--- src/slpc_pkg.sv ---
// Sleep controller package: register map, field positions, mode codes,
// reset values, sequencer states and shared helper functions.
// Assumes a 32-bit AXI4-Lite register port addressed in bytes.
package slpc_pkg;
	// ====================================================================
	// Register map (byte offsets, one aligned word each)
	localparam int         SLPC_ADDR_W   = 8;
	localparam logic [7:0] SLPC_OFF_CTRL  = 8'h00;
	localparam logic [7:0] SLPC_OFF_PR    = 8'h04;
	localparam logic [7:0] SLPC_OFF_STAT  = 8'h08;
	localparam logic [7:0] SLPC_OFF_CAUSE = 8'h0C;

	// ====================================================================
	// Field positions
	localparam int SLPC_CTRL_EN       = 0;
	localparam int SLPC_CTRL_MODE_LSB = 1;
	localparam int SLPC_MODE_W        = 3;
	localparam int SLPC_STAT_ASLEEP   = 0;
	localparam int SLPC_STAT_MODE_LSB = 1;
	localparam int SLPC_STAT_WAKING   = 4;
	localparam int SLPC_CAUSE_IRQ     = 0;
	localparam int SLPC_CAUSE_TWI     = 1;
	localparam int SLPC_CAUSE_PORT    = 2;
	localparam int SLPC_CAUSE_RTC     = 3;
	localparam int SLPC_CAUSE_RST     = 4;
	localparam int SLPC_CAUSE_W       = 5;

	// ====================================================================
	// Sleep mode codes
	localparam logic [2:0] SLPC_MODE_IDLE   = 3'h0;
	localparam logic [2:0] SLPC_MODE_PDOWN  = 3'h2;
	localparam logic [2:0] SLPC_MODE_PSAVE  = 3'h3;
	localparam logic [2:0] SLPC_MODE_STDBY  = 3'h6;
	localparam logic [2:0] SLPC_MODE_ESTDBY = 3'h7;

	// ====================================================================
	// Reset values and bus responses
	localparam logic [31:0] SLPC_CTRL_RST   = 32'h0000_0000;
	localparam logic [31:0] SLPC_PR_RST     = 32'h0000_0000;
	localparam logic [4:0]  SLPC_CAUSE_INIT = 5'h00;
	localparam logic        SLPC_CLK_ON_RST = 1'b1;
	localparam logic        SLPC_RTC_ON_RST = 1'b0;
	localparam logic [1:0]  SLPC_RESP_OKAY  = 2'h0;
	localparam logic [1:0]  SLPC_RESP_SLVERR = 2'h2;

	typedef enum logic [1:0] {SLPC_ST_ACTIVE, SLPC_ST_ASLEEP, SLPC_ST_WAKE} slpc_state_t;

	// True for the five selectable sleep modes
	function automatic logic slpc_mode_legal(input logic [2:0] mode);
		return mode inside {SLPC_MODE_IDLE, SLPC_MODE_PDOWN, SLPC_MODE_PSAVE, SLPC_MODE_STDBY, SLPC_MODE_ESTDBY};
	endfunction

	// Byte-lane merge of a write into a stored word
	function automatic logic [31:0] slpc_strb_merge(input logic [31:0] old_v, input logic [31:0] new_v,
			input logic [3:0] strb);
		logic [31:0] res;
		res = old_v;
		for (int i = 0; i < 4; i++) begin
			if (strb[i]) begin
				res[i*8 +: 8] = new_v[i*8 +: 8];
			end
		end
		return res;
	endfunction
endpackage

--- src/slpc_clk_gate.sv ---
// Clock gate decoder: registered clock enables for CPU, memory,
// peripherals, real-time counter and system clock sources.
// Assumes each enable drives a glitch-free gate in its clock domain.
`timescale 1ns/1ps
`default_nettype none
module slpc_clk_gate #(
	parameter int N_PER = 8
) (
	input  wire logic                 i_sys_clk,
	input  wire logic                 i_resetn,
	input  wire slpc_pkg::slpc_state_t i_state,
	input  wire logic [2:0]           i_mode,
	input  wire logic [N_PER-1:0]     i_per_stop,
	input  wire logic                 i_rtc_en,
	output logic                      o_cpu_clk_en,
	output logic                      o_nvm_clk_en,
	output logic [N_PER-1:0]          o_per_clk_en,
	output logic                      o_rtc_clk_en,
	output logic                      o_sys_src_en
);
	import slpc_pkg::*;

	// ====================================================================
	// Enables follow the sequencer state one cycle later
	always_ff @(posedge i_sys_clk) begin
		if (!i_resetn) begin
			o_cpu_clk_en <= SLPC_CLK_ON_RST;
			o_nvm_clk_en <= SLPC_CLK_ON_RST;
			o_per_clk_en <= {N_PER{SLPC_CLK_ON_RST}};
			o_rtc_clk_en <= SLPC_RTC_ON_RST;
			o_sys_src_en <= SLPC_CLK_ON_RST;
		end else begin
			o_per_clk_en <= '0;
			o_rtc_clk_en <= 1'b0;
			o_sys_src_en <= 1'b0;
			o_cpu_clk_en <= 1'b0;
			o_nvm_clk_en <= 1'b0;
			unique case (i_state)
				SLPC_ST_ACTIVE, SLPC_ST_WAKE: begin
					// CPU stays held during the restore cycle
					o_cpu_clk_en <= (i_state == SLPC_ST_ACTIVE);
					o_nvm_clk_en <= 1'b1;
					o_per_clk_en <= ~i_per_stop;
					o_rtc_clk_en <= i_rtc_en;
					o_sys_src_en <= 1'b1;
				end
				SLPC_ST_ASLEEP: begin
					unique case (i_mode)
						SLPC_MODE_IDLE: begin
							o_per_clk_en <= ~i_per_stop;
							o_rtc_clk_en <= i_rtc_en;
							o_sys_src_en <= 1'b1;
						end
						SLPC_MODE_PSAVE: begin
							o_rtc_clk_en <= i_rtc_en;
						end
						SLPC_MODE_STDBY: begin
							o_sys_src_en <= 1'b1;
						end
						SLPC_MODE_ESTDBY: begin
							o_sys_src_en <= 1'b1;
							o_rtc_clk_en <= i_rtc_en;
						end
						default: begin
							o_sys_src_en <= 1'b0; // Power-down: everything stopped
						end
					endcase
				end
			endcase
		end
	end
endmodule
`default_nettype wire

--- src/slpc_top.sv ---
// Sleep and clock gating controller top: AXI4-Lite registers, sleep
// sequencer, wake qualification and clock enable outputs.
// Assumes the CPU pulses i_sleep_req when it executes its sleep instruction
// and that all inputs are synchronous to i_sys_clk.
`timescale 1ns/1ps
`default_nettype none
module slpc_top #(
	parameter int N_PER = 8
) (
	input  wire logic                           i_sys_clk,
	input  wire logic                           i_resetn,
	input  wire logic [slpc_pkg::SLPC_ADDR_W-1:0] i_axi_awaddr,
	input  wire logic                           i_axi_awvalid,
	output logic                                o_axi_awready,
	input  wire logic [31:0]                    i_axi_wdata,
	input  wire logic [3:0]                     i_axi_wstrb,
	input  wire logic                           i_axi_wvalid,
	output logic                                o_axi_wready,
	output logic [1:0]                          o_axi_bresp,
	output logic                                o_axi_bvalid,
	input  wire logic                           i_axi_bready,
	input  wire logic [slpc_pkg::SLPC_ADDR_W-1:0] i_axi_araddr,
	input  wire logic                           i_axi_arvalid,
	output logic                                o_axi_arready,
	output logic [31:0]                         o_axi_rdata,
	output logic [1:0]                          o_axi_rresp,
	output logic                                o_axi_rvalid,
	input  wire logic                           i_axi_rready,
	input  wire logic                           i_sleep_req,
	input  wire logic                           i_irq_any,
	input  wire logic                           i_twi_match_irq,
	input  wire logic                           i_port_async_irq,
	input  wire logic                           i_rtc_irq,
	input  wire logic                           i_rtc_en,
	input  wire logic                           i_rst_wake,
	output logic                                o_cpu_clk_en,
	output logic                                o_nvm_clk_en,
	output logic [N_PER-1:0]                    o_per_clk_en,
	output logic                                o_rtc_clk_en,
	output logic                                o_sys_src_en,
	output logic                                o_asleep
);
	import slpc_pkg::*;

	// ====================================================================
	// Elaboration check
	// Peripheral stop mask must fit one register word
	if (N_PER < 1 || N_PER > 32) begin : g_bad_nper
		$error("N_PER must be between 1 and 32");
	end

	// ====================================================================
	// Declarations
	slpc_state_t       state_r;
	logic [2:0]        mode_r;
	logic              ctrl_en_r;
	logic [2:0]        ctrl_mode_r;
	logic [N_PER-1:0]  pr_r;
	logic [4:0]        cause_r;
	logic              aw_got_r;
	logic              w_got_r;
	logic [SLPC_ADDR_W-1:0] awaddr_r;
	logic [31:0]       wdata_r;
	logic [3:0]        wstrb_r;
	logic              wr_do;
	logic              sleep_take;
	logic              wake;
	logic [4:0]        wake_cause;
	logic [31:0]       ctrl_word;
	logic [31:0]       pr_word;
	logic [31:0]       ctrl_nxt;
	logic [31:0]       pr_nxt;
	logic [31:0]       rd_word;
	logic              rd_hit;

	// ====================================================================
	// Register views
	always_comb begin
		ctrl_word = '0;
		ctrl_word[SLPC_CTRL_EN] = ctrl_en_r;
		ctrl_word[SLPC_CTRL_MODE_LSB +: SLPC_MODE_W] = ctrl_mode_r;
		pr_word = '0;
		pr_word[N_PER-1:0] = pr_r;
		ctrl_nxt = slpc_strb_merge(ctrl_word, wdata_r, wstrb_r);
		pr_nxt = slpc_strb_merge(pr_word, wdata_r, wstrb_r);
	end

	// ====================================================================
	// Write channel: address and data taken in either order
	assign wr_do = aw_got_r && w_got_r && !o_axi_bvalid;

	// Write address ready drops while a write is held or answered
	always_ff @(posedge i_sys_clk) begin
		if (!i_resetn) begin
			o_axi_awready <= 1'b0;
			aw_got_r <= 1'b0;
			awaddr_r <= '0;
		end else if (i_axi_awvalid && o_axi_awready) begin
			o_axi_awready <= 1'b0;
			aw_got_r <= 1'b1;
			awaddr_r <= i_axi_awaddr;
		end else if (wr_do) begin
			aw_got_r <= 1'b0;
		end else if (!aw_got_r && !o_axi_bvalid) begin
			o_axi_awready <= 1'b1;
		end
	end

	// Write data capture
	always_ff @(posedge i_sys_clk) begin
		if (!i_resetn) begin
			o_axi_wready <= 1'b0;
			w_got_r <= 1'b0;
			wdata_r <= '0;
			wstrb_r <= '0;
		end else if (i_axi_wvalid && o_axi_wready) begin
			o_axi_wready <= 1'b0;
			w_got_r <= 1'b1;
			wdata_r <= i_axi_wdata;
			wstrb_r <= i_axi_wstrb;
		end else if (wr_do) begin
			w_got_r <= 1'b0;
		end else if (!w_got_r && !o_axi_bvalid) begin
			o_axi_wready <= 1'b1;
		end
	end

	// Write response; unmapped or read-only offsets answer SLVERR
	always_ff @(posedge i_sys_clk) begin
		if (!i_resetn) begin
			o_axi_bvalid <= 1'b0;
			o_axi_bresp <= SLPC_RESP_OKAY;
		end else if (wr_do) begin
			o_axi_bvalid <= 1'b1;
			if (awaddr_r[7:2] == SLPC_OFF_CTRL[7:2] || awaddr_r[7:2] == SLPC_OFF_PR[7:2] ||
					awaddr_r[7:2] == SLPC_OFF_CAUSE[7:2]) begin
				o_axi_bresp <= SLPC_RESP_OKAY;
			end else begin
				o_axi_bresp <= SLPC_RESP_SLVERR;
			end
		end else if (i_axi_bready) begin
			o_axi_bvalid <= 1'b0;
		end
	end

	// ====================================================================
	// Software registers
	// Mode and enable are only sampled when the CPU asks to sleep
	always_ff @(posedge i_sys_clk) begin
		if (!i_resetn) begin
			ctrl_en_r <= SLPC_CTRL_RST[SLPC_CTRL_EN];
			ctrl_mode_r <= SLPC_CTRL_RST[SLPC_CTRL_MODE_LSB +: SLPC_MODE_W];
		end else if (wr_do && awaddr_r[7:2] == SLPC_OFF_CTRL[7:2]) begin
			ctrl_en_r <= ctrl_nxt[SLPC_CTRL_EN];
			ctrl_mode_r <= ctrl_nxt[SLPC_CTRL_MODE_LSB +: SLPC_MODE_W];
		end
	end

	// Per-peripheral clock stop mask, one bit per peripheral
	always_ff @(posedge i_sys_clk) begin
		if (!i_resetn) begin
			pr_r <= SLPC_PR_RST[N_PER-1:0];
		end else if (wr_do && awaddr_r[7:2] == SLPC_OFF_PR[7:2]) begin
			pr_r <= pr_nxt[N_PER-1:0];
		end
	end

	// Sticky wake causes, write one to clear; a new cause wins the clear
	always_ff @(posedge i_sys_clk) begin
		if (!i_resetn) begin
			cause_r <= SLPC_CAUSE_INIT;
		end else begin
			cause_r <= (cause_r & ~((wr_do && awaddr_r[7:2] == SLPC_OFF_CAUSE[7:2] && wstrb_r[0]) ?
				wdata_r[4:0] : 5'h00)) | ((state_r == SLPC_ST_ASLEEP && wake) ? wake_cause : 5'h00);
		end
	end

	// ====================================================================
	// Read channel: answer in the cycle after the address is taken
	always_comb begin
		rd_word = '0;
		rd_hit = 1'b1;
		unique case (i_axi_araddr[7:2])
			SLPC_OFF_CTRL[7:2]: begin
				rd_word = ctrl_word;
			end
			SLPC_OFF_PR[7:2]: begin
				rd_word = pr_word;
			end
			SLPC_OFF_STAT[7:2]: begin
				rd_word[SLPC_STAT_ASLEEP] = (state_r == SLPC_ST_ASLEEP);
				rd_word[SLPC_STAT_MODE_LSB +: SLPC_MODE_W] = mode_r;
				rd_word[SLPC_STAT_WAKING] = (state_r == SLPC_ST_WAKE);
			end
			SLPC_OFF_CAUSE[7:2]: begin
				rd_word[SLPC_CAUSE_W-1:0] = cause_r;
			end
			default: begin
				rd_hit = 1'b0;
			end
		endcase
	end

	// Read address ready returns once the data beat is accepted
	always_ff @(posedge i_sys_clk) begin
		if (!i_resetn) begin
			o_axi_arready <= 1'b0;
			o_axi_rvalid <= 1'b0;
			o_axi_rdata <= '0;
			o_axi_rresp <= SLPC_RESP_OKAY;
		end else if (i_axi_arvalid && o_axi_arready) begin
			o_axi_arready <= 1'b0;
			o_axi_rvalid <= 1'b1;
			o_axi_rdata <= rd_word;
			o_axi_rresp <= rd_hit ? SLPC_RESP_OKAY : SLPC_RESP_SLVERR;
		end else if (o_axi_rvalid) begin
			if (i_axi_rready) begin
				o_axi_rvalid <= 1'b0;
			end
		end else begin
			o_axi_arready <= 1'b1;
		end
	end

	// ====================================================================
	// Sleep sequencer
	// Only a legal mode with sleep enabled is entered on the CPU's request
	assign sleep_take = i_sleep_req && state_r == SLPC_ST_ACTIVE && ctrl_en_r &&
		slpc_mode_legal(ctrl_mode_r);

	slpc_wake_qual u_wake (
		.i_mode           (mode_r),
		.i_irq_any        (i_irq_any),
		.i_twi_match_irq  (i_twi_match_irq),
		.i_port_async_irq (i_port_async_irq),
		.i_rtc_irq        (i_rtc_irq),
		.i_rtc_en         (i_rtc_en),
		.i_rst_wake       (i_rst_wake),
		.o_wake           (wake),
		.o_cause          (wake_cause)
	);

	// One restore cycle lets the gates reopen before the CPU clock does
	always_ff @(posedge i_sys_clk) begin
		if (!i_resetn) begin
			state_r <= SLPC_ST_ACTIVE;
			mode_r <= SLPC_MODE_IDLE;
		end else begin
			unique case (state_r)
				SLPC_ST_ACTIVE: begin
					if (sleep_take) begin
						state_r <= SLPC_ST_ASLEEP;
						mode_r <= ctrl_mode_r;
					end
				end
				SLPC_ST_ASLEEP: begin
					if (wake) begin
						state_r <= SLPC_ST_WAKE;
					end
				end
				SLPC_ST_WAKE: begin
					state_r <= SLPC_ST_ACTIVE;
				end
			endcase
		end
	end

	// Sleep indication for the outside world
	always_ff @(posedge i_sys_clk) begin
		if (!i_resetn) begin
			o_asleep <= 1'b0;
		end else begin
			o_asleep <= (state_r == SLPC_ST_ASLEEP);
		end
	end

	// ====================================================================
	// Clock enables
	slpc_clk_gate #(
		.N_PER (N_PER)
	) u_gate (
		.i_sys_clk    (i_sys_clk),
		.i_resetn     (i_resetn),
		.i_state      (state_r),
		.i_mode       (mode_r),
		.i_per_stop   (pr_r),
		.i_rtc_en     (i_rtc_en),
		.o_cpu_clk_en (o_cpu_clk_en),
		.o_nvm_clk_en (o_nvm_clk_en),
		.o_per_clk_en (o_per_clk_en),
		.o_rtc_clk_en (o_rtc_clk_en),
		.o_sys_src_en (o_sys_src_en)
	);

	// ====================================================================
	// Assertions
	sleep_entry_a: assert property (@(posedge i_sys_clk) disable iff (!i_resetn)
		sleep_take |=> state_r == SLPC_ST_ASLEEP && mode_r == $past(ctrl_mode_r))
		else $error("requested sleep not entered");
	sleep_refuse_a: assert property (@(posedge i_sys_clk) disable iff (!i_resetn)
		state_r == SLPC_ST_ACTIVE && !(i_sleep_req && ctrl_en_r && slpc_mode_legal(ctrl_mode_r))
		|=> state_r == SLPC_ST_ACTIVE)
		else $error("sleep entered without a valid request");

	idle_gate_a: assert property (@(posedge i_sys_clk) disable iff (!i_resetn)
		state_r == SLPC_ST_ASLEEP && mode_r == SLPC_MODE_IDLE
		|=> !o_cpu_clk_en && !o_nvm_clk_en && o_sys_src_en && o_per_clk_en == ~$past(pr_r))
		else $error("idle clock gating wrong");
	active_stop_a: assert property (@(posedge i_sys_clk) disable iff (!i_resetn)
		state_r == SLPC_ST_ACTIVE ##1 state_r == SLPC_ST_ACTIVE
		|=> o_cpu_clk_en && o_per_clk_en == ~$past(pr_r))
		else $error("peripheral stop not applied in active");

	pdown_gate_a: assert property (@(posedge i_sys_clk) disable iff (!i_resetn)
		state_r == SLPC_ST_ASLEEP && mode_r == SLPC_MODE_PDOWN
		|=> !o_cpu_clk_en && !o_nvm_clk_en && o_per_clk_en == '0 && !o_rtc_clk_en && !o_sys_src_en)
		else $error("power-down left a clock running");
	pdown_ignore_a: assert property (@(posedge i_sys_clk) disable iff (!i_resetn)
		state_r == SLPC_ST_ASLEEP && mode_r == SLPC_MODE_PDOWN && !i_twi_match_irq &&
		!i_port_async_irq && !i_rst_wake |=> state_r == SLPC_ST_ASLEEP)
		else $error("power-down woke on a disallowed source");

	idle_wake_a: assert property (@(posedge i_sys_clk) disable iff (!i_resetn)
		state_r == SLPC_ST_ASLEEP && mode_r == SLPC_MODE_IDLE && i_irq_any |=> state_r == SLPC_ST_WAKE)
		else $error("idle did not wake on interrupt");
	reset_wake_a: assert property (@(posedge i_sys_clk) disable iff (!i_resetn)
		state_r == SLPC_ST_ASLEEP && i_rst_wake |=> state_r == SLPC_ST_WAKE ##1 state_r == SLPC_ST_ACTIVE)
		else $error("enabled reset did not wake");

	psave_rtc_a: assert property (@(posedge i_sys_clk) disable iff (!i_resetn)
		state_r == SLPC_ST_ASLEEP && mode_r == SLPC_MODE_PSAVE
		|=> o_rtc_clk_en == $past(i_rtc_en) && !o_sys_src_en && o_per_clk_en == '0)
		else $error("power-save clocks wrong");
	stdby_src_a: assert property (@(posedge i_sys_clk) disable iff (!i_resetn)
		state_r == SLPC_ST_ASLEEP && mode_r == SLPC_MODE_STDBY
		|=> o_sys_src_en && !o_cpu_clk_en && !o_rtc_clk_en && o_per_clk_en == '0)
		else $error("standby clocks wrong");

	estdby_clk_a: assert property (@(posedge i_sys_clk) disable iff (!i_resetn)
		state_r == SLPC_ST_ASLEEP && mode_r == SLPC_MODE_ESTDBY
		|=> o_sys_src_en && o_rtc_clk_en == $past(i_rtc_en) && !o_cpu_clk_en)
		else $error("extended standby clocks wrong");
	wake_order_a: assert property (@(posedge i_sys_clk) disable iff (!i_resetn)
		state_r == SLPC_ST_WAKE |=> !o_cpu_clk_en && o_nvm_clk_en && o_sys_src_en ##1 o_cpu_clk_en)
		else $error("CPU resumed before clocks restored");

	stop_freeze_a: assert property (@(posedge i_sys_clk) disable iff (!i_resetn)
		pr_r[0] && $past(pr_r[0]) && state_r != SLPC_ST_WAKE |-> !o_per_clk_en[0])
		else $error("stopped peripheral still clocked");
endmodule
`default_nettype wire

--- src/slpc_wake_qual.sv ---
// Wake qualifier: picks which wake requests count in the current mode.
// Assumes interrupt requests arrive already enabled by their owners.
`timescale 1ns/1ps
`default_nettype none
module slpc_wake_qual (
	input  wire logic [2:0] i_mode,
	input  wire logic       i_irq_any,
	input  wire logic       i_twi_match_irq,
	input  wire logic       i_port_async_irq,
	input  wire logic       i_rtc_irq,
	input  wire logic       i_rtc_en,
	input  wire logic       i_rst_wake,
	output logic            o_wake,
	output logic [4:0]      o_cause
);
	import slpc_pkg::*;

	// ====================================================================
	// Per-mode wake filter; an enabled reset wakes from every mode
	always_comb begin
		o_cause = '0;
		o_cause[SLPC_CAUSE_RST] = i_rst_wake;
		unique case (i_mode)
			SLPC_MODE_IDLE: begin
				o_cause[SLPC_CAUSE_IRQ] = i_irq_any;
			end
			SLPC_MODE_PDOWN, SLPC_MODE_STDBY: begin
				o_cause[SLPC_CAUSE_TWI]  = i_twi_match_irq;
				o_cause[SLPC_CAUSE_PORT] = i_port_async_irq;
			end
			SLPC_MODE_PSAVE, SLPC_MODE_ESTDBY: begin
				o_cause[SLPC_CAUSE_TWI]  = i_twi_match_irq;
				o_cause[SLPC_CAUSE_PORT] = i_port_async_irq;
				o_cause[SLPC_CAUSE_RTC]  = i_rtc_irq & i_rtc_en;
			end
			default: begin
				o_cause[SLPC_CAUSE_IRQ] = 1'b0; // Unused codes never reach sleep
			end
		endcase
		o_wake = |o_cause;
	end
endmodule
`default_nettype wire
--- config.mk ---
export PLATFORM = sky130hd
export DESIGN_NAME = slpc_top
export DESIGN_NICKNAME = d
export VERILOG_FILES = /design/src/slpc_pkg.sv /design/src/slpc_clk_gate.sv /design/src/slpc_top.sv /design/src/slpc_wake_qual.sv
export SDC_FILE = /design/constraint.sdc
export NUM_CORES = 1
export LEC_CHECK = 0
export BUFFER_PORTS_ARGS = -buffer_cell sky130_fd_sc_hd__buf_4
export CORE_ASPECT_RATIO = 2
export CORE_MARGIN = 3
export CORE_UTILIZATION = 40
export CTS_BUF_LIST = sky130_fd_sc_hd__clkbuf_8
export DETAILED_ROUTE_END_ITERATION = 16
export GPL_TIMING_DRIVEN = 1
export PLACE_DENSITY = 0.71
export SYNTH_ARGS = -nofsm -noshare
export SYNTH_HDL_FRONTEND = slang
export SYNTH_SLANG_ARGS = --single-unit
export TNS_END_PERCENT = 20
--- constraint.sdc ---
create_clock -name i_sys_clk -period 1.3 [get_ports i_sys_clk]
set_input_delay 0.13 -clock i_sys_clk [delete_from_list [all_inputs] [get_ports i_sys_clk]]
set_output_delay 0.13 -clock i_sys_clk [all_outputs]
set_load 0.05 [all_outputs]
==> tab_implementation.tex, run 1 <==
\begin{tabular}{lr}
\hline
Metric & Value \\
\hline
\multicolumn{2}{l}{\textbf{Timing}} \\
Period minus WS final & 1.34 ns \\
Setup Skew & 0.00664 ns \\
Worst hold margin & 0.0309 ns \\
RSZ-0062 raised after global routing & yes \\
Count of final setup violators & 14 \\
Max Clock Freq & 744 MHz \\
Count of pins over their slew limit & 0 \\
Final hold vios & 0 \\
Worst-case setup margin in the final layout & -0.0434 ns \\
Part of the cycle the worst path needs & 1.03 \\
\multicolumn{2}{l}{\textbf{Yosys}} \\
Post-Synth Adder-Cell Area & 0.0132 \\
Simple logic cell fraction of the synthesized area & 0.197 \\
Netlist area before placement & 2850 µm² \\
Proportion of synthesized chip area in sequential cells & 0.471 \\
Share of the synthesized netlist area taken by xor and xnor gates & 0 \\
Per-instance average area after synthesis & 8.82 µm² \\
Post-synth cell types & 38 \\
Mapped Cells & 323 \\
Dominant combinational cell family by area after synthesis & simple AND/OR/NAND/NOR gates \\
Share of the synthesized area in compound gates (AO/OA/AOI/OAI) & 0.165 \\
Mux contribution to synthesized area & 0.0386 \\
Synthesis-stage register bit count & 67 \\
Number of warnings printed during yosys synthesis & 0 \\
\multicolumn{2}{l}{\textbf{Finish}} \\
Layout Cell Area excl Fill & 3670 µm² \\
Filler cell count & 659 \\
Nets@finish & 464 \\
Final core utilization & 0.542 \\
Layout cells sized above 1 & 0.320 \\
\# diodes & 0 \\
Area Growth Syn to Fin & 29.0\% \\
\multicolumn{2}{l}{\textbf{Die}} \\
Area of the core region & 6780 µm² \\
Initial core utilization & 0.420 \\
Die X & 65.7 µm \\
Height of the die & 125 µm \\
Die Area & 8230 µm² \\
IO Pins & 120 \\
Placement row count & 42 \\
\multicolumn{2}{l}{\textbf{Worst setup path}} \\
Critical Path Fanout Max & 8 \\
Crit-path max cell delay & 0.34 ns \\
Worst path cell trace & nor4\_4 > buf\_4 > nand4\_4 > nand3\_1 > o21ai\_1 \\
Top Family by Delay on Critical Path & simple AND/OR/NAND/NOR gates \\
Worst R2R Start & awaddr\_r[6] \\
Worst setup EP type & flop \\
Worst setup slack for register-to-register paths & -0.04 ns \\
Startpoint kind of the worst setup timing path & flop \\
Type of the worst setup path & reg -> reg \\
Cell type of the slowest stage on the worst timing path & dfxtp\_2 \\
Buffering stage count on the worst path with inverters included & 1 \\
WP data arrival & 1.58 ns \\
Origin of the worst setup path & awaddr\_r[6] \\
Data required, critical path & 1.54 ns \\
Length in cells of the worst reg-to-reg path & 5 \\
Worst reg2reg endpoint & pr\_r[2] \\
Worst path depth & 5 \\
\multicolumn{2}{l}{\textbf{Outcome}} \\
Status & complete, but fails checks \\
Failing checks & negative setup slack \\
\multicolumn{2}{l}{\textbf{GRT}} \\
Met3 global-route usage & 0.0323 \\
Total congestion overflow after global routing & 0 \\
GRT met2 Usage & 0.315 \\
Number of global-route vias before repair & 2352 \\
GRT Max-Usage Layer & met2 \\
Total Routing Usage GR & 0.172 \\
Met1 track utilization from global routing & 0.164 \\
Antenna violations before repair & 0 \\
Pin count of the biggest net entering global routing & 40 \\
Global-route wire length before repair & 10800 µm \\
\multicolumn{2}{l}{\textbf{Placed design}} \\
Count of input and output buffers & 62 \\
RePlAce Congestion & 0.820 \\
DP Area & 3400 µm² \\
HPWL Detailed & 5030 µm \\
Worst setup slack before clock tree synthesis & -0.111 ns \\
\multicolumn{2}{l}{\textbf{Clock tree}} \\
TritonCTS Buffers & 9 \\
Number of sinks driven by the clock tree & 67 \\
Clk slew on worst S/H paths & 0.08 ns \\
Clk\_lat worst skew & 0.35 ns \\
CTS H-Tree Depth & 3 \\
Post-CTS setup-driven buffer insertion count & 0 \\
CTS tree & built \\
Maximum root-to-sink buffer count & 2 \\
Clk Tree Root Cell & clkbuf\_8 \\
\multicolumn{2}{l}{\textbf{Power and ir drop}} \\
Static Leak & 1.47 nW \\
Tot Pwr & 4.99 mW \\
Worst voltage drop across the vdd grid & 0.941 mV \\
Pwr per Cell Area & 1360 nW/µm² \\
\multicolumn{2}{l}{\textbf{Drt}} \\
Total Wirelength & 6690 µm \\
DRC marker count from the first detailed-route iteration & 128 \\
Routed wire length per instance & 13.7 µm \\
Routed via count divided by cell count & 5.03 \\
Iteration count of the initial detailed-routing pass & 4 \\
DRC errors left & 0 \\
Number of vias after detailed routing & 2457 \\
ANT nets after route & 0 \\
\multicolumn{2}{l}{\textbf{Hold path}} \\
Path category of the worst min-delay check & in -> reg \\
Launch instance of the worst min-delay path & i\_axi\_wdata[5] \\
Sink of the worst hold path & wdata\_r[5] \\
Worst hold path stage count & 3 \\
\multicolumn{2}{l}{\textbf{Flow run}} \\
Number of max-cap violations & 0 \\
\hline
\end{tabular}
per-stage QoR:
step | setup TNS (ns) | instances
2_1_floorplan | -0.325 | 348
3_3_place_gp | -0.996 | 470
3_5_place_dp | -1.48 | 470
4_1_cts | -0.588 | 488
5_1_grt | -1.69 | 488
6_report | -0.340 | 488
tightest hold or removal path: cells and delay by family:
kind,cells,cell delay (ns)
and+or+nand+nor,1,0.05
AOI/OAI and AO/OA,1,0.05
buffers and inverters,1,0.11
registers in the layout (all words and copies together), names as in the netlist, 2 cells and up:
signal	flops
o_axi_rdata	8
pr_r	8
u_gate.o_per_clk_en	8
wdata_r	8
awaddr_r	6
cause_r	5
ctrl_mode_r	3
mode_r	3
state_r	2
placed cells by master (no fill, tap or decap), drive strengths merged, types with 3 or more instances in the layout:
master / n
inv: 14
a21oi: 34
nor3: 4
nand2b: 3
buf: 79
a31oi: 6
clkbuf: 10
nand4: 3
mux4: 4
nand3: 24
nand2: 43
o21ai: 21
a22oi: 8
dfxtp: 67
nor2: 20
nor2b: 4
clkinv: 3
conb: 26
ha: 3
a311oi: 5
what timing repair did:
item,in CTS,in global routing
hold endpoints to repair,1,0
endpoints found under the setup margin,19,31
resized for setup,13,14
gates cloned,1,0
hold buffers,1,0
pin swaps,5,1
area by class of cell:
cell class	count	area (µm²)	area share
clock buffer	10	138	0.0375
clock inverter	6	48.8	0.0133
inverter	12	47.5	0.0129
multi-input combinational	225	1360	0.369
sequential	67	1360	0.369
tap	88	110	0.0300
timing repair buffer	80	619	0.169
cell usage after synthesis:
cell       n  area share
a31oi_1    6       0.013
nor2_1    19       0.025
nand2b_1   3      0.0066
a21oi_1   34       0.060
nor4_4     2       0.015
nand2_1   43       0.057
a221oi_2   1      0.0053
nor2_4     1      0.0040
nor2b_1    4      0.0088
ha_1       3       0.013
a22oi_1    8       0.021
and3b_1    1      0.0031
conb_1     1      0.0013
a311o_1    1      0.0035
buf_2      4      0.0070
clkbuf_2   1      0.0018
nand4_1    1      0.0022
and3_1     1      0.0022
buf_4     26       0.069
clkbuf_1   9       0.012
mux2i_1    2      0.0070
nand4_4    1      0.0075
or3_1      2      0.0044
nor3_2     1      0.0035
o21ai_0   21       0.037
dfxtp_1   67        0.47
buf_6      1      0.0040
o211a_1    2      0.0070
a311oi_1   5       0.015
nand3_1   24       0.042
nor3_1     3      0.0053
inv_1     12       0.016
nand3b_1   1      0.0026
mux4_2     4       0.032
and2_1     2      0.0044
buf_1      4      0.0053
o21bai_1   1      0.0026
or4_4      1      0.0040
routing by layer:
layer	vias up	part of all wire	routed length, µm
met5	-	0	0
met4	0	0.041	277
met3	18	0.053	355
met2	82	0.56	3760
met1	1139	0.34	2290
li1	1218	-	-
worst max path at each step:
stage,slack [ns],end
2_1_floorplan,-0.06,awaddr_r[3]
3_3_place_gp,-0.08,cause_r[4]
3_5_place_dp,-0.11,pr_r[2]
4_1_cts,-0.06,pr_r[0]
5_1_grt,-0.15,pr_r[6]
6_report,-0.04,pr_r[2]
report_power, final:
| group | switching (mW) | internal [mW] |
|---|---|---|
| Combinational | 0.720 | 0.424 |
| Clock | 0.824 | 0.760 |
| Sequential | 0.0902 | 2.17 |
| Total | 1.63 | 3.35 |
cells by family after synthesis:
kind of cell / count (synthesis)
AOI/OAI and AO/OA: 79
DFF: 67
adders and majority gates: 3
other: 1
muxes: 6
buffers and inverters: 57
and+or+nand+nor: 110
Power figures use the tool's default switching activity.
==> run 2: changes to the inputs <==
==> constraint.sdc (replaced) <==
create_clock -name i_sys_clk -period 1.3 [get_ports i_sys_clk]
set_input_delay 0.195 -clock i_sys_clk [delete_from_list [all_inputs] [get_ports i_sys_clk]]
set_output_delay 0.195 -clock i_sys_clk [all_outputs]
set_load 0.05 [all_outputs]
==> run 2 against run 1 <==
Net effect: the flow still finishes with violations (negative setup slack); total power grew 3.2%; cell area grew 2.1%; clock-buffer cell count shrank 1; register-to-register slack lost 0.02 ns; sequential power is essentially flat.
==> tab_implementation.tex, run 2 (same netlist as run 1, synthesis figures left out) <==
\begin{tabular}{lr}
\hline
Metric & Value \\
\hline
\multicolumn{2}{l}{\textbf{Finish}} \\
Multi-input combinational cell area & 1420 µm² \\
Layout cells sized above 1 & 0.355 \\
Leading cell type in the layout, fill and taps excluded & buf\_4 \\
Non-filler cells, final & 488 \\
Area Growth Syn to Fin & 31.8\% \\
Final core utilization & 0.554 \\
Area used by sequential logic in the layout & 1360 µm² \\
Nets@finish & 464 \\
Filler cell count & 624 \\
Top library cells by usage in the layout, fill and taps aside & 78 x buf\_4, 56 x dfxtp\_1, 43 x nand2\_1 \\
Layout Cell Area excl Fill & 3750 µm² \\
\# diodes & 0 \\
\multicolumn{2}{l}{\textbf{Worst setup path}} \\
Worst reg2reg endpoint & pr\_r[4] \\
Worst setup EP type & flop \\
Length in cells of the worst reg-to-reg path & 5 \\
Buffering stage count on the worst path with inverters included & 1 \\
Worst path cell trace & nor4\_4 > buf\_4 > nand4\_4 > nand3\_2 > o21ai\_1 \\
Crit-path max cell delay & 0.33 ns \\
Top Family by Delay on Critical Path & simple AND/OR/NAND/NOR gates \\
Worst R2R Start & awaddr\_r[7] \\
Worst setup slack for register-to-register paths & -0.06 ns \\
Critical Path Fanout Max & 8 \\
Startpoint kind of the worst setup timing path & flop \\
Type of the worst setup path & reg -> reg \\
Data required, critical path & 1.54 ns \\
WP data arrival & 1.60 ns \\
Cell type of the slowest stage on the worst timing path & dfxtp\_2 \\
\multicolumn{2}{l}{\textbf{Clock tree}} \\
Clk slew on worst S/H paths & 0.08 ns \\
Clk Tree Root Cell & clkbuf\_8 \\
CTS tree & built \\
Hold buffer count at CTS & 0 \\
Maximum root-to-sink buffer count & 2 \\
Number of sinks driven by the clock tree & 67 \\
Clk\_lat worst skew & 0.35 ns \\
CTS H-Tree Depth & 3 \\
TritonCTS Buffers & 9 \\
\multicolumn{2}{l}{\textbf{Placed design}} \\
Cells after DPL & 470 \\
DP Area & 3400 µm² \\
RePlAce Congestion & 0.856 \\
Count of input and output buffers & 62 \\
HPWL Detailed & 5040 µm \\
\multicolumn{2}{l}{\textbf{Power and ir drop}} \\
Worst voltage drop across the vdd grid & 0.642 mV \\
Static Leak & 1.48 nW \\
Pwr per Cell Area & 1370 nW/µm² \\
\multicolumn{2}{l}{\textbf{Drt}} \\
DRC marker count from the first detailed-route iteration & 123 \\
Iteration count of the initial detailed-routing pass & 4 \\
DRC errors left & 0 \\
Routed via count divided by cell count & 5.14 \\
Total Wirelength & 6860 µm \\
Number of vias after detailed routing & 2510 \\
Routed wire length per instance & 14.0 µm \\
ANT nets after route & 0 \\
\multicolumn{2}{l}{\textbf{Die}} \\
Die Area & 8230 µm² \\
Placement row count & 42 \\
IO Pins & 120 \\
Area of the core region & 6780 µm² \\
Height of the die & 125 µm \\
Die X & 65.7 µm \\
Initial core utilization & 0.420 \\
\multicolumn{2}{l}{\textbf{GRT}} \\
Number of global-route vias before repair & 2346 \\
Pin count of the biggest net entering global routing & 40 \\
Total congestion overflow after global routing & 0 \\
Total Routing Usage GR & 0.169 \\
Global-route wire length before repair & 10700 µm \\
Antenna violations before repair & 0 \\
\multicolumn{2}{l}{\textbf{Outcome}} \\
Failing checks & negative setup slack \\
Status & complete, but fails checks \\
\multicolumn{2}{l}{\textbf{Hold path}} \\
Launch instance of the worst min-delay path & i\_axi\_wdata[2] \\
Sink of the worst hold path & wdata\_r[2] \\
Path category of the worst min-delay check & in -> reg \\
Worst hold path stage count & 3 \\
\multicolumn{2}{l}{\textbf{Timing}} \\
Final hold vios & 0 \\
Period minus WS final & 1.36 ns \\
Worst-case setup margin in the final layout & -0.0641 ns \\
Count of pins over their slew limit & 0 \\
Max Clock Freq & 733 MHz \\
Part of the cycle the worst path needs & 1.05 \\
RSZ-0062 raised after global routing & yes \\
Worst hold margin & 0.0932 ns \\
Setup Skew & 0.0146 ns \\
Count of final setup violators & 14 \\
\multicolumn{2}{l}{\textbf{Flow run}} \\
Number of max-cap violations & 0 \\
\hline
\end{tabular}
run 2: changes by cell type in the layout (fill, tap and decap cells not counted), moves of 2 or more:
cell / previous run / this run
o21ai_0: 15 / 12
a21oi_2: 0 / 2
a21oi_1: 34 / 32
nand3_2: 1 / 10
nand3_1: 23 / 14
inv_1: 10 / 12
clkinv_4: 3 / 1
o21ai_1: 6 / 8
run 2: layout make-up:
class,count,share of cell area
clock buffer,9,0.0330
tap,88,0.0293
sequential,67,0.362
multi-input combinational,225,0.379
inverter,12,0.0133
clock inverter,7,0.0187
timing repair buffer,80,0.164
run 2: worst max-delay path by stage:
stage / startpoint / to / slack, ns / cells after the start
2_1_floorplan: o_axi_awready / awaddr_r[3] / -0.06 / 4
3_3_place_gp: awaddr_r[7] / cause_r[4] / -0.08 / 5
3_5_place_dp: awaddr_r[7] / cause_r[3] / -0.11 / 5
4_1_cts: awaddr_r[6] / cause_r[3] / -0.06 / 5
5_1_grt: awaddr_r[7] / pr_r[4] / -0.16 / 5
6_report: awaddr_r[7] / pr_r[4] / -0.06 / 5
run 2: metal layers:
metal | share of wire | vias to the layer above | global-route usage | wire length [µm]
met5 | 0 | - | 0 | 0
met4 | 0.047 | 0 | 0.0966 | 321
met3 | 0.053 | 22 | 0.0296 | 361
met2 | 0.57 | 86 | 0.322 | 3910
met1 | 0.33 | 1186 | 0.157 | 2270
li1 | - | 1216 | - | -
run 2: what timing repair did:
item | 4_1_cts | 5_1_grt
setup buffers | 0 | 1
setup endpoints to repair | 21 | 24
cloned | 1 | 0
gates resized for setup | 17 | 30
pin swaps | 5 | 15
run 2: report_power, final:
part / total (mW) / switching, mW / internal, mW
clock: 1.69 / 0.810 / 0.881
combinational: 1.18 / 0.728 / 0.454
sequential: 2.28 / 0.0994 / 2.18
total: 5.15 / 1.64 / 3.51
run 2: stage by stage:
step	setup WS, ns	power [mW]	setup TNS [ns]
2_1_floorplan	-0.0564	3.10	-0.325
3_3_place_gp	-0.0814	3.37	-1.27
3_5_place_dp	-0.109	3.40	-1.75
4_1_cts	-0.0633	5.16	-0.716
5_1_grt	-0.162	5.40	-2.20
6_report	-0.0641	5.15	-0.611
run 2: worst reg2reg max path, cell delays in order, from the launching register on:
cell and delay (ns):
dfxtp_2 0.33, nor4_4 0.32, buf_4 0.20, nand4_4 0.21, nand3_2 0.13, o21ai_1 0.06
==> run 3: changes to the inputs <==
--- a/config.mk
+++ b/config.mk
@@ -5,15 +5,17 @@
 export SDC_FILE = /design/constraint.sdc
 export NUM_CORES = 1
 export LEC_CHECK = 0
-export BUFFER_PORTS_ARGS = -buffer_cell sky130_fd_sc_hd__buf_4
+export BUFFER_PORTS_ARGS = -buffer_cell sky130_fd_sc_hd__buf_2
 export CORE_ASPECT_RATIO = 2
 export CORE_MARGIN = 3
 export CORE_UTILIZATION = 40
 export CTS_BUF_LIST = sky130_fd_sc_hd__clkbuf_8
+export CTS_CLUSTER_SIZE = 16
 export DETAILED_ROUTE_END_ITERATION = 16
 export GPL_TIMING_DRIVEN = 1
 export PLACE_DENSITY = 0.71
 export SYNTH_ARGS = -nofsm -noshare
 export SYNTH_HDL_FRONTEND = slang
+export SYNTH_HIERARCHICAL = 1
 export SYNTH_SLANG_ARGS = --single-unit
 export TNS_END_PERCENT = 20
==> run 3 against run 2 <==
Net effect: the run still ends with negative setup slack left; utilization down 4.3 points; synthesized area grew 4.7%; register-to-register slack got worse by 0.23 ns; total power decreased by 9.2%; clock skew is 0.0098 ns lower; non-clock buffer count grew 13; combinational power fell by 17%; critical path type unchanged; critical endpoint is now state_r[0].
==> tab_implementation.tex, run 3 <==
\begin{tabular}{lr}
\hline
Metric & Value \\
\hline
\multicolumn{2}{l}{\textbf{Worst setup path}} \\
Critical Path Fanout Max & 3 \\
Startpoint kind of the worst setup timing path & flop \\
Data required, critical path & 1.57 ns \\
WP data arrival & 1.86 ns \\
Type of the worst setup path & reg -> reg \\
Worst setup EP type & flop \\
\multicolumn{2}{l}{\textbf{Yosys}} \\
Most common flop cell mapped by yosys & dfxtp\_1 \\
Proportion of synthesized chip area in sequential cells & 0.449 \\
Netlist area before placement & 2980 µm² \\
Count of flip-flops with a built-in enable after synthesis & 0 \\
Mapped Cells & 331 \\
Share of Yosys cell area claimed by the top area cell type & 0.449 \\
Most used standard cells in the synthesized netlist & 67 x dfxtp\_1, 61 x nand2\_1, 27 x buf\_4 \\
Dominant cells by area after synthesis & dfxtp\_1 45\%, nand2\_1 7.7\%, buf\_4 6.8\% \\
Synthesis-stage register bit count & 67 \\
Cell type with the largest total area after synthesis & dfxtp\_1 \\
Post-synth cell types & 43 \\
Number of warnings printed during yosys synthesis & 6 \\
Per-instance average area after synthesis & 9.02 µm² \\
Most frequent cell after synthesis & dfxtp\_1 \\
Share of synthesized registers carrying an async set or reset & 0 \\
\multicolumn{2}{l}{\textbf{Timing}} \\
Period minus WS final & 1.59 ns \\
Final hold vios & 0 \\
Max Clock Freq & 628 MHz \\
RSZ-0062 raised after global routing & yes \\
Part of the cycle the worst path needs & 1.22 \\
Count of final setup violators & 16 \\
Setup total negative slack & -1.92 ns \\
Worst-case setup margin in the final layout & -0.292 ns \\
Worst hold margin & 0.0955 ns \\
Setup Skew & 0.00477 ns \\
Count of pins over their slew limit & 0 \\
\multicolumn{2}{l}{\textbf{Finish}} \\
Layout cells sized above 1 & 0.311 \\
\# diodes & 0 \\
Top library cells by usage in the layout, fill and taps aside & 62 x dfxtp\_1, 61 x nand2\_1, 61 x buf\_2 \\
Leading cell type in the layout, fill and taps excluded & dfxtp\_1 \\
Nets@finish & 486 \\
Area Growth Syn to Fin & 24.4\% \\
\multicolumn{2}{l}{\textbf{GRT}} \\
Number of global-route vias before repair & 2384 \\
Total congestion overflow after global routing & 0 \\
Global-route wire length before repair & 11200 µm \\
Pin count of the biggest net entering global routing & 30 \\
Total Routing Usage GR & 0.175 \\
Antenna violations before repair & 0 \\
\multicolumn{2}{l}{\textbf{Drt}} \\
Iteration count of the initial detailed-routing pass & 5 \\
Routed via count divided by cell count & 5.06 \\
DRC errors left & 0 \\
ANT nets after route & 0 \\
Number of vias after detailed routing & 2595 \\
Routed wire length per instance & 14.3 µm \\
Total Wirelength & 7340 µm \\
DRC marker count from the first detailed-route iteration & 140 \\
\multicolumn{2}{l}{\textbf{Die}} \\
IO Pins & 120 \\
Placement row count & 44 \\
Height of the die & 128 µm \\
Die Area & 8600 µm² \\
Initial core utilization & 0.411 \\
Area of the core region & 7270 µm² \\
Die X & 67.1 µm \\
\multicolumn{2}{l}{\textbf{Placed design}} \\
Worst setup slack before clock tree synthesis & -0.331 ns \\
Count of input and output buffers & 62 \\
RePlAce Congestion & 0.836 \\
HPWL Detailed & 5640 µm \\
\multicolumn{2}{l}{\textbf{Power and ir drop}} \\
Static Leak & 1.55 nW \\
Tot Pwr & 4.68 mW \\
Pwr per Cell Area & 1260 nW/µm² \\
Worst voltage drop across the vdd grid & 0.599 mV \\
\multicolumn{2}{l}{\textbf{Clock tree}} \\
Maximum root-to-sink buffer count & 2 \\
Hold buffer count at CTS & 0 \\
Clk\_lat worst skew & 0.34 ns \\
Clk Tree Root Cell & clkbuf\_8 \\
Clk slew on worst S/H paths & 0.06 ns \\
TritonCTS Buffers & 9 \\
CTS tree & built \\
CTS H-Tree Depth & 3 \\
Number of sinks driven by the clock tree & 67 \\
\multicolumn{2}{l}{\textbf{Hold path}} \\
Path category of the worst min-delay check & in -> reg \\
\multicolumn{2}{l}{\textbf{Flow run}} \\
Number of max-cap violations & 0 \\
\multicolumn{2}{l}{\textbf{Outcome}} \\
Failing checks & negative setup slack \\
Status & complete, but fails checks \\
\hline
\end{tabular}
run 3: changes by cell type in the layout (fill, tap and decap cells not counted), moves of 6 or more:
cell	change
buf_2	+61
buf_4	-50
nand2_1	+18
mux2i_1	+16
nor2_1	-14
nand3_2	-10
o21ai_1	-7
a21oi_1	-6
dfxtp_1	+6
dfxtp_2	-6
run 3: worst max-delay path: stages (launching register included):
cell and delay (ns):
dfxtp_2 0.34, nor4b_4 0.31, or4b_4 0.20, inv_2 0.03
a222oi_1 0.30, buf_4 0.18, mux2i_1 0.16
run 3: repair_timing:
item | in CTS | in global routing
setup buffers | 2 | 1
setup endpoints to repair | 24 | 30
gates resized for setup | 13 | 8
pin swaps | 11 | 7
run 3: final cells by class:
class	instances	area [µm²]
clock buffer	11	151
clock inverter	5	21.3
fill	712	3550
inverter	10	37.5
multi-input combinational	235	1470
sequential	67	1350
tap	92	115
timing repair buffer	93	566
run 3: metrics by stage:
| step | cells | instance area (µm²) | util |
|---|---|---|---|
| 3_3_place_gp | 495 | 3450 | 0.475 |
| 6_report | 513 | 3710 | 0.511 |
| 2_1_floorplan | 356 | 3090 | - |
| 3_5_place_dp | 495 | 3450 | 0.475 |
| 4_1_cts | 512 | 3670 | 0.505 |
| 5_1_grt | 513 | 3710 | 0.511 |
run 3: cells by family after synthesis:
| group | count (synthesis) | synth area share |
|---|---|---|
| AOI/OAI and AO/OA | 67 | 0.151 |
| muxes | 19 | 0.0641 |
| DFF | 67 | 0.449 |
| adders and majority gates | 4 | 0.0168 |
| other | 1 | 0.00126 |
| buffers and inverters | 54 | 0.112 |
| and+or+nand+nor | 119 | 0.206 |
run 3: worst paths after layout:
| check | startpoint | depth (start not counted) | slack, ns | end |
|---|---|---|---|---|
| worst min register to register | pr_r[5] | 1 | 0.46 | u_gate/o_per_clk_en[5] |
| worst min-delay path | i_axi_wdata[3] | 3 | 0.1 | wdata_r[3] |
| worst max-delay path | mode_r[0] | 6 | -0.29 | state_r[0] |
| worst max register to register | mode_r[0] | 6 | -0.29 | state_r[0] |
run 3: metal layers:
metal / global-route usage / share of wire
met1: 0.171 / 0.34
met2: 0.319 / 0.56
met3: 0.0377 / 0.056
met4: 0.105 / 0.038
met5: 0 / 0
run 3: power by group:
group          switching [mW]  total (mW)  internal, mW
clock network           0.725        1.49         0.768
registers              0.0580        2.20          2.14
logic                   0.637       0.982         0.345
